==> src/cell_pkg.sv <==
package cell_pkg;

  // register bus shape
  localparam int ADDR_W = 4;
  localparam int DATA_W = 32;

  // register byte addresses
  localparam logic [ADDR_W-1:0] CONFIG_ADDR = 4'h0;
  localparam logic [ADDR_W-1:0] LUT_ADDR    = 4'h4;
  localparam logic [ADDR_W-1:0] PLACE_ADDR  = 4'h8;
  localparam logic [ADDR_W-1:0] STATUS_ADDR = 4'hC;

  // bus answers
  localparam logic [1:0] RESP_OKAY   = 2'h0;
  localparam logic [1:0] RESP_SLVERR = 2'h2;

  // chain geometry: eight cells to a group, long chains skip one group
  localparam logic [2:0] FIRST_POS  = 3'h0;
  localparam logic [4:0] GROUP_SKIP = 5'h02;

  typedef enum logic [1:0] {MODE_NORMAL, MODE_ARITH, MODE_UPDOWN, MODE_CLRCNT} cell_mode_t;
  typedef enum logic [1:0] {FF_D, FF_T, FF_JK, FF_SR} ff_kind_t;
  typedef enum logic [1:0] {SRC_GLOBAL, SRC_IO, SRC_LOGIC, SRC_TIED} ctrl_src_t;

  // configuration word, low bits of CONFIG
  typedef struct packed {
    cell_mode_t mode;
    ff_kind_t   ff_kind;
    ctrl_src_t  clk_src;
    ctrl_src_t  clr_src;
    ctrl_src_t  pre_src;
    logic       bypass;
    logic       pack;
    logic       swap;
    logic       local_reg;
    logic       route_reg;
    logic       carry_as_in3;
    logic       cascade_or;
    logic       ce_from_one;
  } cell_cfg_t;

  // placement word, low bits of PLACE
  typedef struct packed {
    logic [4:0] mem_group;
    logic [4:0] group;
    logic [2:0] pos;
  } cell_place_t;

  localparam int CFG_W   = $bits(cell_cfg_t);
  localparam int PLACE_W = $bits(cell_place_t);
  localparam int LUT_W   = 16;

  // reset values
  localparam cell_cfg_t   CFG_RESET   = cell_cfg_t'(18'h00000);
  localparam cell_place_t PLACE_RESET = cell_place_t'(13'h0000);
  localparam logic [LUT_W-1:0] LUT_RESET = 16'h0000;

endpackage : cell_pkg

==> src/logic_cell.sv <==
// Behaviour
// - register acts as D, T, JK or SR; clock, clear, preset sources selectable.
// - combinational use bypasses the register, table result drives the outputs.
// - local and routing outputs each pick table result or register value.
// - carry-in feeds both the table and the carry-out logic.
// - carry chains longer than a group jump to the group two further on.
// - carry chain restarts past the embedded memory block mid-row.
// - n-bit adder in n+1 cells; sum register optional or accumulating.
// - cascade joins table output and cascade-in by AND, or OR by inversion.
// - every cascaded cell adds four inputs to the wide function.
// - cascade chains longer than a group jump to the group two further on.
// - cascade chain restarts past the embedded memory block mid-row.
// - four modes: normal, arithmetic, up/down counter, clearable counter.
// - four logic inputs plus clock, clear and preset controls.
// - synchronous clock enable in every mode, optionally from input one.
// - normal mode table takes carry-in or input three as third input.
// - normal mode feeds cascade-out; register or table may drive both outputs.
// - packing loads input four into register; outputs may be swapped.
// - a packed cell keeps out of the cascade chain.
// - arithmetic mode: two three-input functions give sum and carry-out.
// - up/down counter with enable, direction, and 2-to-1 synchronous load.
// - counter register also loadable through clear and preset.
// - clearable counter ANDs load mux output with clear taken from cascade-in.
// - clear and preset are active low; unused ones read high.
// - device-wide reset clears the register over every other control.
//
// The implementer's own choices: the AXI4-Lite slave port and the placing of the registers.
module logic_cell
(
  // clock and reset
  input  wire logic                        mclk,
  input  wire logic                        rstn,
  input  wire logic                        chip_reset_n,
  // axi4-lite write address and data
  input  wire logic                        awvalid,
  output logic                             awready,
  input  wire logic [cell_pkg::ADDR_W-1:0] awaddr,
  input  wire logic                        wvalid,
  output logic                             wready,
  input  wire logic [cell_pkg::DATA_W-1:0] wdata,
  input  wire logic [3:0]                  wstrb,
  // axi4-lite write response
  output logic                             bvalid,
  input  wire logic                        bready,
  output logic [1:0]                       bresp,
  // axi4-lite read
  input  wire logic                        arvalid,
  output logic                             arready,
  input  wire logic [cell_pkg::ADDR_W-1:0] araddr,
  output logic                             rvalid,
  input  wire logic                        rready,
  output logic [cell_pkg::DATA_W-1:0]      rdata,
  output logic [1:0]                       rresp,
  // data inputs
  input  wire logic                        cell_input_one,
  input  wire logic                        cell_input_two,
  input  wire logic                        cell_input_three,
  input  wire logic                        cell_input_four,
  // control sources for clock, clear and preset
  input  wire logic                        ctrl_global,
  input  wire logic                        ctrl_io,
  input  wire logic                        ctrl_logic,
  // chains from the cell below and from two groups back
  input  wire logic                        carry_in_near,
  input  wire logic                        carry_in_far,
  input  wire logic                        cascade_in_near,
  input  wire logic                        cascade_in_far,
  // cell outputs
  output logic                             local_out,
  output logic                             route_out,
  output logic                             carry_out,
  output logic                             cascade_out
);

  // 16-entry table lookup
  function automatic logic lut_pick(input logic [cell_pkg::LUT_W-1:0] mask,
                                    input logic [3:0] idx);
    lut_pick = mask[idx];
  endfunction : lut_pick

  // chain entry: first cell of a group takes the far link unless a chain starts here
  function automatic logic chain_entry(input cell_pkg::cell_place_t pl,
                                       input logic near, input logic far,
                                       input logic start_val);
    logic [5:0] past_mem;
    past_mem = {1'b0, pl.mem_group} + {1'b0, cell_pkg::GROUP_SKIP};
    if (pl.pos != cell_pkg::FIRST_POS)
      chain_entry = near;
    else if (pl.group < cell_pkg::GROUP_SKIP)
      chain_entry = start_val;
    else if (pl.group >= pl.mem_group && {1'b0, pl.group} < past_mem)
      chain_entry = start_val;
    else
      chain_entry = far;
  endfunction : chain_entry

  // pick a control source; tied reads high so an unused low-active control is idle
  function automatic logic src_pick(input cell_pkg::ctrl_src_t sel, input logic g,
                                    input logic io, input logic lg);
    case (sel)
      cell_pkg::SRC_GLOBAL: src_pick = g;
      cell_pkg::SRC_IO:     src_pick = io;
      cell_pkg::SRC_LOGIC:  src_pick = lg;
      default:              src_pick = 1'b1;
    endcase
  endfunction : src_pick

  // byte-lane merge for register writes
  function automatic logic [cell_pkg::DATA_W-1:0] merge(input logic [cell_pkg::DATA_W-1:0] old,
                                                        input logic [cell_pkg::DATA_W-1:0] nw,
                                                        input logic [3:0] strb);
    for (int i = 0; i < 4; i++)
      merge[i*8 +: 8] = strb[i] ? nw[i*8 +: 8] : old[i*8 +: 8];
  endfunction : merge

  cell_pkg::cell_cfg_t         cfg_reg;
  cell_pkg::cell_place_t       place_reg;
  logic [cell_pkg::LUT_W-1:0]  lut_reg;
  logic                        q_reg;
  logic                        clk_level_reg;
  logic [cell_pkg::ADDR_W-1:0] aw_addr_reg;
  logic [cell_pkg::DATA_W-1:0] w_data_reg;
  logic [3:0]                  w_strb_reg;
  logic                        wr_fire;
  logic                        carry_in;
  logic                        cascade_in;
  logic                        in3;
  logic                        lut4;
  logic                        sum3;
  logic                        carry3;
  logic                        count_next;
  logic                        load_mux;
  logic                        comb;
  logic                        cas;
  logic                        ff_d;
  logic                        carry_next;
  logic                        q_next;
  logic                        clk_src_lvl;
  logic                        tick;
  logic                        ce;
  logic                        clr_n;
  logic                        pre_n;
  logic                        local_next;
  logic                        route_next;
  logic [cell_pkg::DATA_W-1:0] status_word;

  // write address channel: one address held until the response is taken
  always_ff @(posedge mclk or negedge rstn)
  begin
    if (!rstn)
    begin
      awready     <= 1'b1;
      aw_addr_reg <= 4'h0;
    end
    else if (awvalid && awready)
    begin
      awready     <= 1'b0;
      aw_addr_reg <= awaddr;
    end
    else if (bvalid && bready)
      awready <= 1'b1;
  end

  // write data channel, independent of the address so either may come first
  always_ff @(posedge mclk or negedge rstn)
  begin
    if (!rstn)
    begin
      wready     <= 1'b1;
      w_data_reg <= 32'h0000_0000;
      w_strb_reg <= 4'h0;
    end
    else if (wvalid && wready)
    begin
      wready     <= 1'b0;
      w_data_reg <= wdata;
      w_strb_reg <= wstrb;
    end
    else if (bvalid && bready)
      wready <= 1'b1;
  end

  // both halves held and no answer pending: commit exactly once
  assign wr_fire = !awready && !wready && !bvalid;

  // write response, slverr for unmapped or read-only addresses
  always_ff @(posedge mclk or negedge rstn)
  begin
    if (!rstn)
    begin
      bvalid <= 1'b0;
      bresp  <= cell_pkg::RESP_OKAY;
    end
    else if (bvalid && bready)
      bvalid <= 1'b0;
    else if (wr_fire)
    begin
      bvalid <= 1'b1;
      if (aw_addr_reg == cell_pkg::CONFIG_ADDR || aw_addr_reg == cell_pkg::LUT_ADDR
          || aw_addr_reg == cell_pkg::PLACE_ADDR)
        bresp <= cell_pkg::RESP_OKAY;
      else
        bresp <= cell_pkg::RESP_SLVERR;
    end
  end

  // configuration registers
  always_ff @(posedge mclk or negedge rstn)
  begin
    if (!rstn)
    begin
      cfg_reg   <= cell_pkg::CFG_RESET;
      lut_reg   <= cell_pkg::LUT_RESET;
      place_reg <= cell_pkg::PLACE_RESET;
    end
    else if (wr_fire)
    begin
      if (aw_addr_reg == cell_pkg::CONFIG_ADDR)
        cfg_reg <= cell_pkg::cell_cfg_t'(cell_pkg::CFG_W'(
                     merge(32'(cfg_reg), w_data_reg, w_strb_reg)));
      else if (aw_addr_reg == cell_pkg::LUT_ADDR)
        lut_reg <= cell_pkg::LUT_W'(merge(32'(lut_reg), w_data_reg, w_strb_reg));
      else if (aw_addr_reg == cell_pkg::PLACE_ADDR)
        place_reg <= cell_pkg::cell_place_t'(cell_pkg::PLACE_W'(
                       merge(32'(place_reg), w_data_reg, w_strb_reg)));
    end
  end

  // live cell state for software
  assign status_word = {27'h0000000, cascade_out, carry_out, route_out, local_out, q_reg};

  // read channel: data captured at the address handshake, answered next cycle
  always_ff @(posedge mclk or negedge rstn)
  begin
    if (!rstn)
    begin
      arready <= 1'b1;
      rvalid  <= 1'b0;
      rdata   <= 32'h0000_0000;
      rresp   <= cell_pkg::RESP_OKAY;
    end
    else if (arvalid && arready)
    begin
      arready <= 1'b0;
      rvalid  <= 1'b1;
      rresp   <= cell_pkg::RESP_OKAY;
      if (araddr == cell_pkg::CONFIG_ADDR)
        rdata <= 32'(cfg_reg);
      else if (araddr == cell_pkg::LUT_ADDR)
        rdata <= 32'(lut_reg);
      else if (araddr == cell_pkg::PLACE_ADDR)
        rdata <= 32'(place_reg);
      else if (araddr == cell_pkg::STATUS_ADDR)
        rdata <= status_word;
      else
      begin
        rdata <= 32'h0000_0000;
        rresp <= cell_pkg::RESP_SLVERR;
      end
    end
    else if (rvalid && rready)
    begin
      rvalid  <= 1'b0;
      arready <= 1'b1;
    end
  end

  // chain entry; a cascade starts at its identity value, AND 1 or OR 0
  assign carry_in   = chain_entry(place_reg, carry_in_near, carry_in_far, 1'b0);
  assign cascade_in = chain_entry(place_reg, cascade_in_near, cascade_in_far,
                                  !cfg_reg.cascade_or);

  // table views: one four-input function or two three-input halves
  assign in3    = cfg_reg.carry_as_in3 ? carry_in : cell_input_three;
  assign lut4   = lut_pick(lut_reg, {cell_input_four, in3, cell_input_two, cell_input_one});
  assign sum3   = lut_pick(lut_reg, {1'b0, carry_in, cell_input_two, cell_input_one});
  assign carry3 = lut_pick(lut_reg, {1'b1, carry_in, cell_input_two, cell_input_one});

  // mode datapath
  always_comb
  begin
    comb       = lut4;
    cas        = lut4;
    ff_d       = lut4;
    carry_next = 1'b0;
    count_next = q_reg ^ carry_in; // toggles when the lower bits roll over
    load_mux   = cell_input_four ? cell_input_two : count_next;
    case (cfg_reg.mode)
      cell_pkg::MODE_NORMAL:
      begin
        if (cfg_reg.pack)
        begin
          cas  = lut4;
          ff_d = cell_input_four;
        end
        else
        begin
          cas  = cfg_reg.cascade_or ? (lut4 | cascade_in) : (lut4 & cascade_in);
          ff_d = cas;
        end
      end
      cell_pkg::MODE_ARITH:
      begin
        cas        = cfg_reg.cascade_or ? (sum3 | cascade_in) : (sum3 & cascade_in);
        comb       = sum3;
        ff_d       = sum3;
        carry_next = carry3;
      end
      cell_pkg::MODE_UPDOWN:
      begin
        comb       = count_next;
        cas        = count_next;
        ff_d       = load_mux;
        // borrow ripples through zeros when counting down
        carry_next = cell_input_three ? (q_reg & carry_in) : (!q_reg & carry_in);
      end
      default:
      begin
        comb       = count_next;
        cas        = count_next;
        ff_d       = load_mux & cascade_in;
        carry_next = q_reg & carry_in;
      end
    endcase
  end

  // register next state; counter modes always load as d
  always_comb
  begin
    q_next = ff_d;
    if (cfg_reg.mode == cell_pkg::MODE_NORMAL || cfg_reg.mode == cell_pkg::MODE_ARITH)
    begin
      case (cfg_reg.ff_kind)
        cell_pkg::FF_D:  q_next = ff_d;
        cell_pkg::FF_T:  q_next = q_reg ^ ff_d;
        cell_pkg::FF_JK: q_next = (ff_d & !q_reg) | (!cell_input_two & q_reg);
        default:         q_next = ff_d ? 1'b1 : (cell_input_two ? 1'b0 : q_reg);
      endcase
    end
  end

  // control selection; the cell clock is a rising-edge enable on mclk
  assign clk_src_lvl = src_pick(cfg_reg.clk_src, ctrl_global, ctrl_io, ctrl_logic);
  assign tick        = clk_src_lvl && !clk_level_reg;
  assign ce          = cfg_reg.ce_from_one ? cell_input_one : 1'b1;
  assign clr_n       = src_pick(cfg_reg.clr_src, ctrl_global, ctrl_io, ctrl_logic);
  assign pre_n       = src_pick(cfg_reg.pre_src, ctrl_global, ctrl_io, ctrl_logic);

  // previous level of the selected cell clock
  always_ff @(posedge mclk or negedge rstn)
  begin
    if (!rstn)
      clk_level_reg <= 1'b0;
    else
      clk_level_reg <= clk_src_lvl;
  end

  // cell register: device reset, then clear, then preset, then enabled clock
  // clear and preset act on any mclk edge, not waiting for the cell clock
  always_ff @(posedge mclk or negedge rstn)
  begin
    if (!rstn)
      q_reg <= 1'b0;
    else if (!chip_reset_n)
      q_reg <= 1'b0;
    else if (!clr_n)
      q_reg <= 1'b0;
    else if (!pre_n)
      q_reg <= 1'b1;
    else if (tick && ce)
      q_reg <= q_next;
  end

  // output selection; bypass makes the cell purely combinational
  always_comb
  begin
    local_next = (cfg_reg.local_reg && !cfg_reg.bypass) ? q_reg : comb;
    route_next = (cfg_reg.route_reg && !cfg_reg.bypass) ? q_reg : comb;
    if (cfg_reg.pack && cfg_reg.swap)
      {local_next, route_next} = {route_next, local_next};
  end

  // outputs retimed on mclk, one cycle behind their inputs
  always_ff @(posedge mclk or negedge rstn)
  begin
    if (!rstn)
    begin
      local_out   <= 1'b0;
      route_out   <= 1'b0;
      carry_out   <= 1'b0;
      cascade_out <= 1'b0;
    end
    else
    begin
      local_out   <= local_next;
      route_out   <= route_next;
      carry_out   <= carry_next;
      cascade_out <= cas;
    end
  end

endmodule : logic_cell

==> config.mk <==
export PLATFORM = sky130hd
export DESIGN_NAME = logic_cell
export DESIGN_NICKNAME = d
export VERILOG_FILES = /design/src/cell_pkg.sv /design/src/logic_cell.sv
export SDC_FILE = /design/constraint.sdc
export NUM_CORES = 1
export LEC_CHECK = 0
export BUFFER_PORTS_ARGS = -buffer_cell sky130_fd_sc_hd__buf_4
export CAP_MARGIN = 20
export CORE_MARGIN = 2
export CORE_UTILIZATION = 30
export CTS_BUF_LIST = sky130_fd_sc_hd__clkbuf_4
export CTS_CLUSTER_SIZE = 25
export DETAILED_ROUTE_END_ITERATION = 6
export GPL_TIMING_DRIVEN = 0
export MAX_ROUTING_LAYER = met4
export PLACE_DENSITY_LB_ADDON = 0.08
export REMOVE_ABC_BUFFERS = 1
export SETUP_SLACK_MARGIN = 0.3
export SKIP_LAST_GASP = 1
export SYNTH_ARGS = -nofsm -noshare
export SYNTH_HDL_FRONTEND = slang
export SYNTH_SLANG_ARGS = --single-unit
==> constraint.sdc <==
create_clock -name mclk -period 3 [get_ports mclk]
set_input_delay 0.6 -clock mclk [delete_from_list [all_inputs] [get_ports mclk]]
set_output_delay 0.6 -clock mclk [all_outputs]
set_load 0.01 [all_outputs]
==> run_results.csv <==
group,metric,value,unit
floorplanning,fp-row-count,48,
detailed_routing,drc_errors,0,
global_routing,grt_first_pass_wirelength,21100,um
min_path,hp-class,"input port to asynchronous set/reset pin",
detailed_routing,vias,3822,
critical_path,critPathMaxFanout,3,
synthesis,synthDistinctLibCells,53,
timing,final-hold-violation-count,0,
timing,hold_slack,0.133,ns
critical_path,r2r-end,"q_reg",
outcome,status,"finished, final reports clean",
timing,clock_skew,0.0123,ns
synthesis,ys_seq_area_share,49.9,%
global_routing,grt_max_degree,58,
finish,drive_above_1_share,37.1,%
critical_path,worstSetupPathType,"flop to flop",
place,place_congestion,0.801,
detailed_routing,drt_first_pass_iters,5,
finish,ff_latch_area,2580,um2
timing,fin_crit,2.99,ns
finish,multi_input_area,2510,um2
finish,final_common_cell,"dfrtp_1",
job,maxCapViolCount,0,
finish,final_cell_mix,"99 x dfrtp_1, 86 x buf_4, 72 x mux2_2, 53 x nand2_1, 34 x o21ai_0",
clocking,htreeDepth,3,
timing,fin_tns_setup,0,ns
global_routing,grt_usage,16.0,%
timing,slew_headroom,37.8,%
pwr,leakage,0.00286,uW
detailed_routing,wire_per_inst,17.2,um
clocking,clk_latency,0.48,ns
critical_path,worstPathRequired,3.39,ns
synthesis,synth_top_area_cell,"dfrtp_1",
detailed_routing,antenna_left,0,
floorplanning,dieHeight,135,um
place,post_dp_cell_area,6020,um2
floorplanning,initial_core_util,30.3,%
critical_path,max_stage_delay,0.45,ns
clocking,numCtsBuffers,9,
detailed_routing,drt-initial-drc-count,282,
critical_path,reg2reg_from,"place_reg[10]",
synthesis,async_reset_ff_share,100,%
timing,slew_violations,0,
critical_path,crit_path_cell_trace,"ha_4 -> xnor2_1 -> ha_1 -> a211o_1 -> a31o_4 -> nand4_1 -> nand3_2 -> ha_4 -> o21ai_2 -> a31oi_4 -> o211ai_2 -> o2111a_1 -> a311oi_2",
critical_path,start_kind,"flop",
pwr,seq_power_share,46.9,%
timing,worst_slew_pin_slew,0.925,ns
critical_path,cp_slowest_cell,"dfrtp_1",
critical_path,cpMostUsedCell,"ha_4",
clocking,clk_pin_slew,0.15,ns
pwr,comb_power_share,39.9,%
floorplanning,die_x,135,um
floorplanning,ios,108,
finish,nets,623,
clocking,ctsLongestPathBuffers,2,
synthesis,ys.flop_type,"dfrtp_1",
finish,stdcell_area,6300,um2
timing,maxClockFrequency,0.334,GHz
clocking,cts_tree,"done",
place,portBuffers,76,
clocking,clock_sinks,103,
detailed_routing,avgViaCountPerCell,4.93,
synthesis,synthCells,456,
synthesis,synth_edf_count,0,
synthesis,synth_area_leaders,"dfrtp_1 48%, mux2_2 16%, nand2_1 3.8%",
detailed_routing,drt-total-wl,13400,um
timing,finalSetupViolCount,0,
synthesis,synth.avg_cell_area,11.4,um2
critical_path,endpoint_kind,"flop",
synthesis,ys_ff_latch,103,
pwr,clockPowerShare,13.2,%
clocking,hold_buffers,0,
pwr,internal_power,3120,uW
place,dp_hpwl,10100,um
finish,synthToLayoutAreaGrowth,21.8,%
synthesis,yosysTopAreaCellShare,48.3,%
global_routing,grt_overflow,0,
critical_path,cp.arrival,3.38,ns
timing,rsz0062_at_grt,"true",
finish,fillers,1741,
global_routing,antenna_found_initial,1,
floorplanning,dieArea,18300,um2
pwr,p_switching,1890,uW
synthesis,yosysWarnings,0,
synthesis,synth_area,5180,um2
pwr,power_switching_share,37.7,%
critical_path,reg2reg_depth,13,
clocking,clockRootBuffer,"clkbuf_4",
critical_path,cp-startpoint,"place_reg[10]",
place,place_inst,750,
global_routing,grt_pass1_vias,3768,
pwr,peakVddDrop,0.332,mV
finish,stdcell_count,776,
floorplanning,core_area,17100,um2
timing,fin_crit_sh,99.7,%
critical_path,rrSetupSlack,0.008,ns
pwr,powerDensity,796,nW/um2
-- worst max-delay path by stage --
stage | end | slack, ns | cells past startpoint
2_1_floorplan | q_reg | -0.05 | 13
3_3_place_gp | rdata[6] | -1.48 | 4
3_5_place_dp | q_reg | -0.40 | 13
4_1_cts | q_reg | -0.002 | 13
5_1_grt | q_reg | -0.14 | 13
6_report | q_reg | 0.008 | 13
-- cell families after synthesis --
group                    Yosys count  synth area share [%]
AND/OR/NAND/NOR                  106                  9.14
AO/OA/AOI/OAI                    101                  13.2
flip-flops                       103                  49.9
multiplexers                      84                  19.1
other                              1                0.0724
XOR/XNOR                           2                 0.338
adder cells (fa/ha/maj)           15                  3.63
buffers and inverters             44                  4.64
-- cell usage after synthesis, drive strengths merged (4+ instances only) --
cell,instances
mux2i,8
nor3,5
inv,16
o21ai,39
a31oi,4
a21oi,22
nor2,20
a222oi,8
buf,18
o211ai,4
mux2,72
mux4,4
nand3,7
nor2b,6
nand2,53
ha,15
dfrtp,100
clkbuf,10
-- cell type report --
type	instances	share of cell area [%]
well taps	225	4.47
inverters	16	0.953
diodes	1	0.0397
repair buffers	91	11.9
flip-flops and latches	103	41.0
clock inverters	5	0.536
clock buffers	11	1.31
multi-input cells	324	39.8
-- stage by stage --
stage               setup slack, ns  total power (uW)  util (%)
floorplan                   -0.0508              3490         -
global placement              -1.48              4130      34.6
detailed placement           -0.403              4210      35.3
CTS                        -0.00156              5010      36.6
global route                 -0.135              5440      36.9
finish                      0.00771              5020      36.9
-- metal layers --
metal,global-route usage (%),vias up,part of all wire [%]
li1,-,1808,-
met1,21.7,1898,47
met2,23.8,102,46
met3,2.66,14,4.4
met4,6.60,0,1.9
met5,-,-,0
-- power by group through the flow --
stage	logic [uW]	clock network (uW)	registers [uW]
4_1_cts	1940	711	2360
6_report	2000	661	2350
3_3_place_gp	1750	0	2380
5_1_grt	2230	761	2440
2_1_floorplan	1240	0	2250
3_5_place_dp	1810	0	2400
-- critical path, delay by kind of cell, from the launching register on --
kind / cells / cell delay, ns
flip-flops: 1 / 0.45
AO/OA/AOI/OAI: 7 / 1.28
adder cells (fa/ha/maj): 3 / 0.79
XOR/XNOR: 1 / 0.12
AND/OR/NAND/NOR: 2 / 0.25
-- timing repair --
| action | 4_1_cts | 5_1_grt |
|---|---|---|
| pin swaps | 9 | 7 |
| resized for setup | 11 | 7 |
| setup buffers | 6 | 3 |
| endpoints found under the setup margin | 5 | 5 |
No activity file was read; power rests on OpenSTA's default activity.
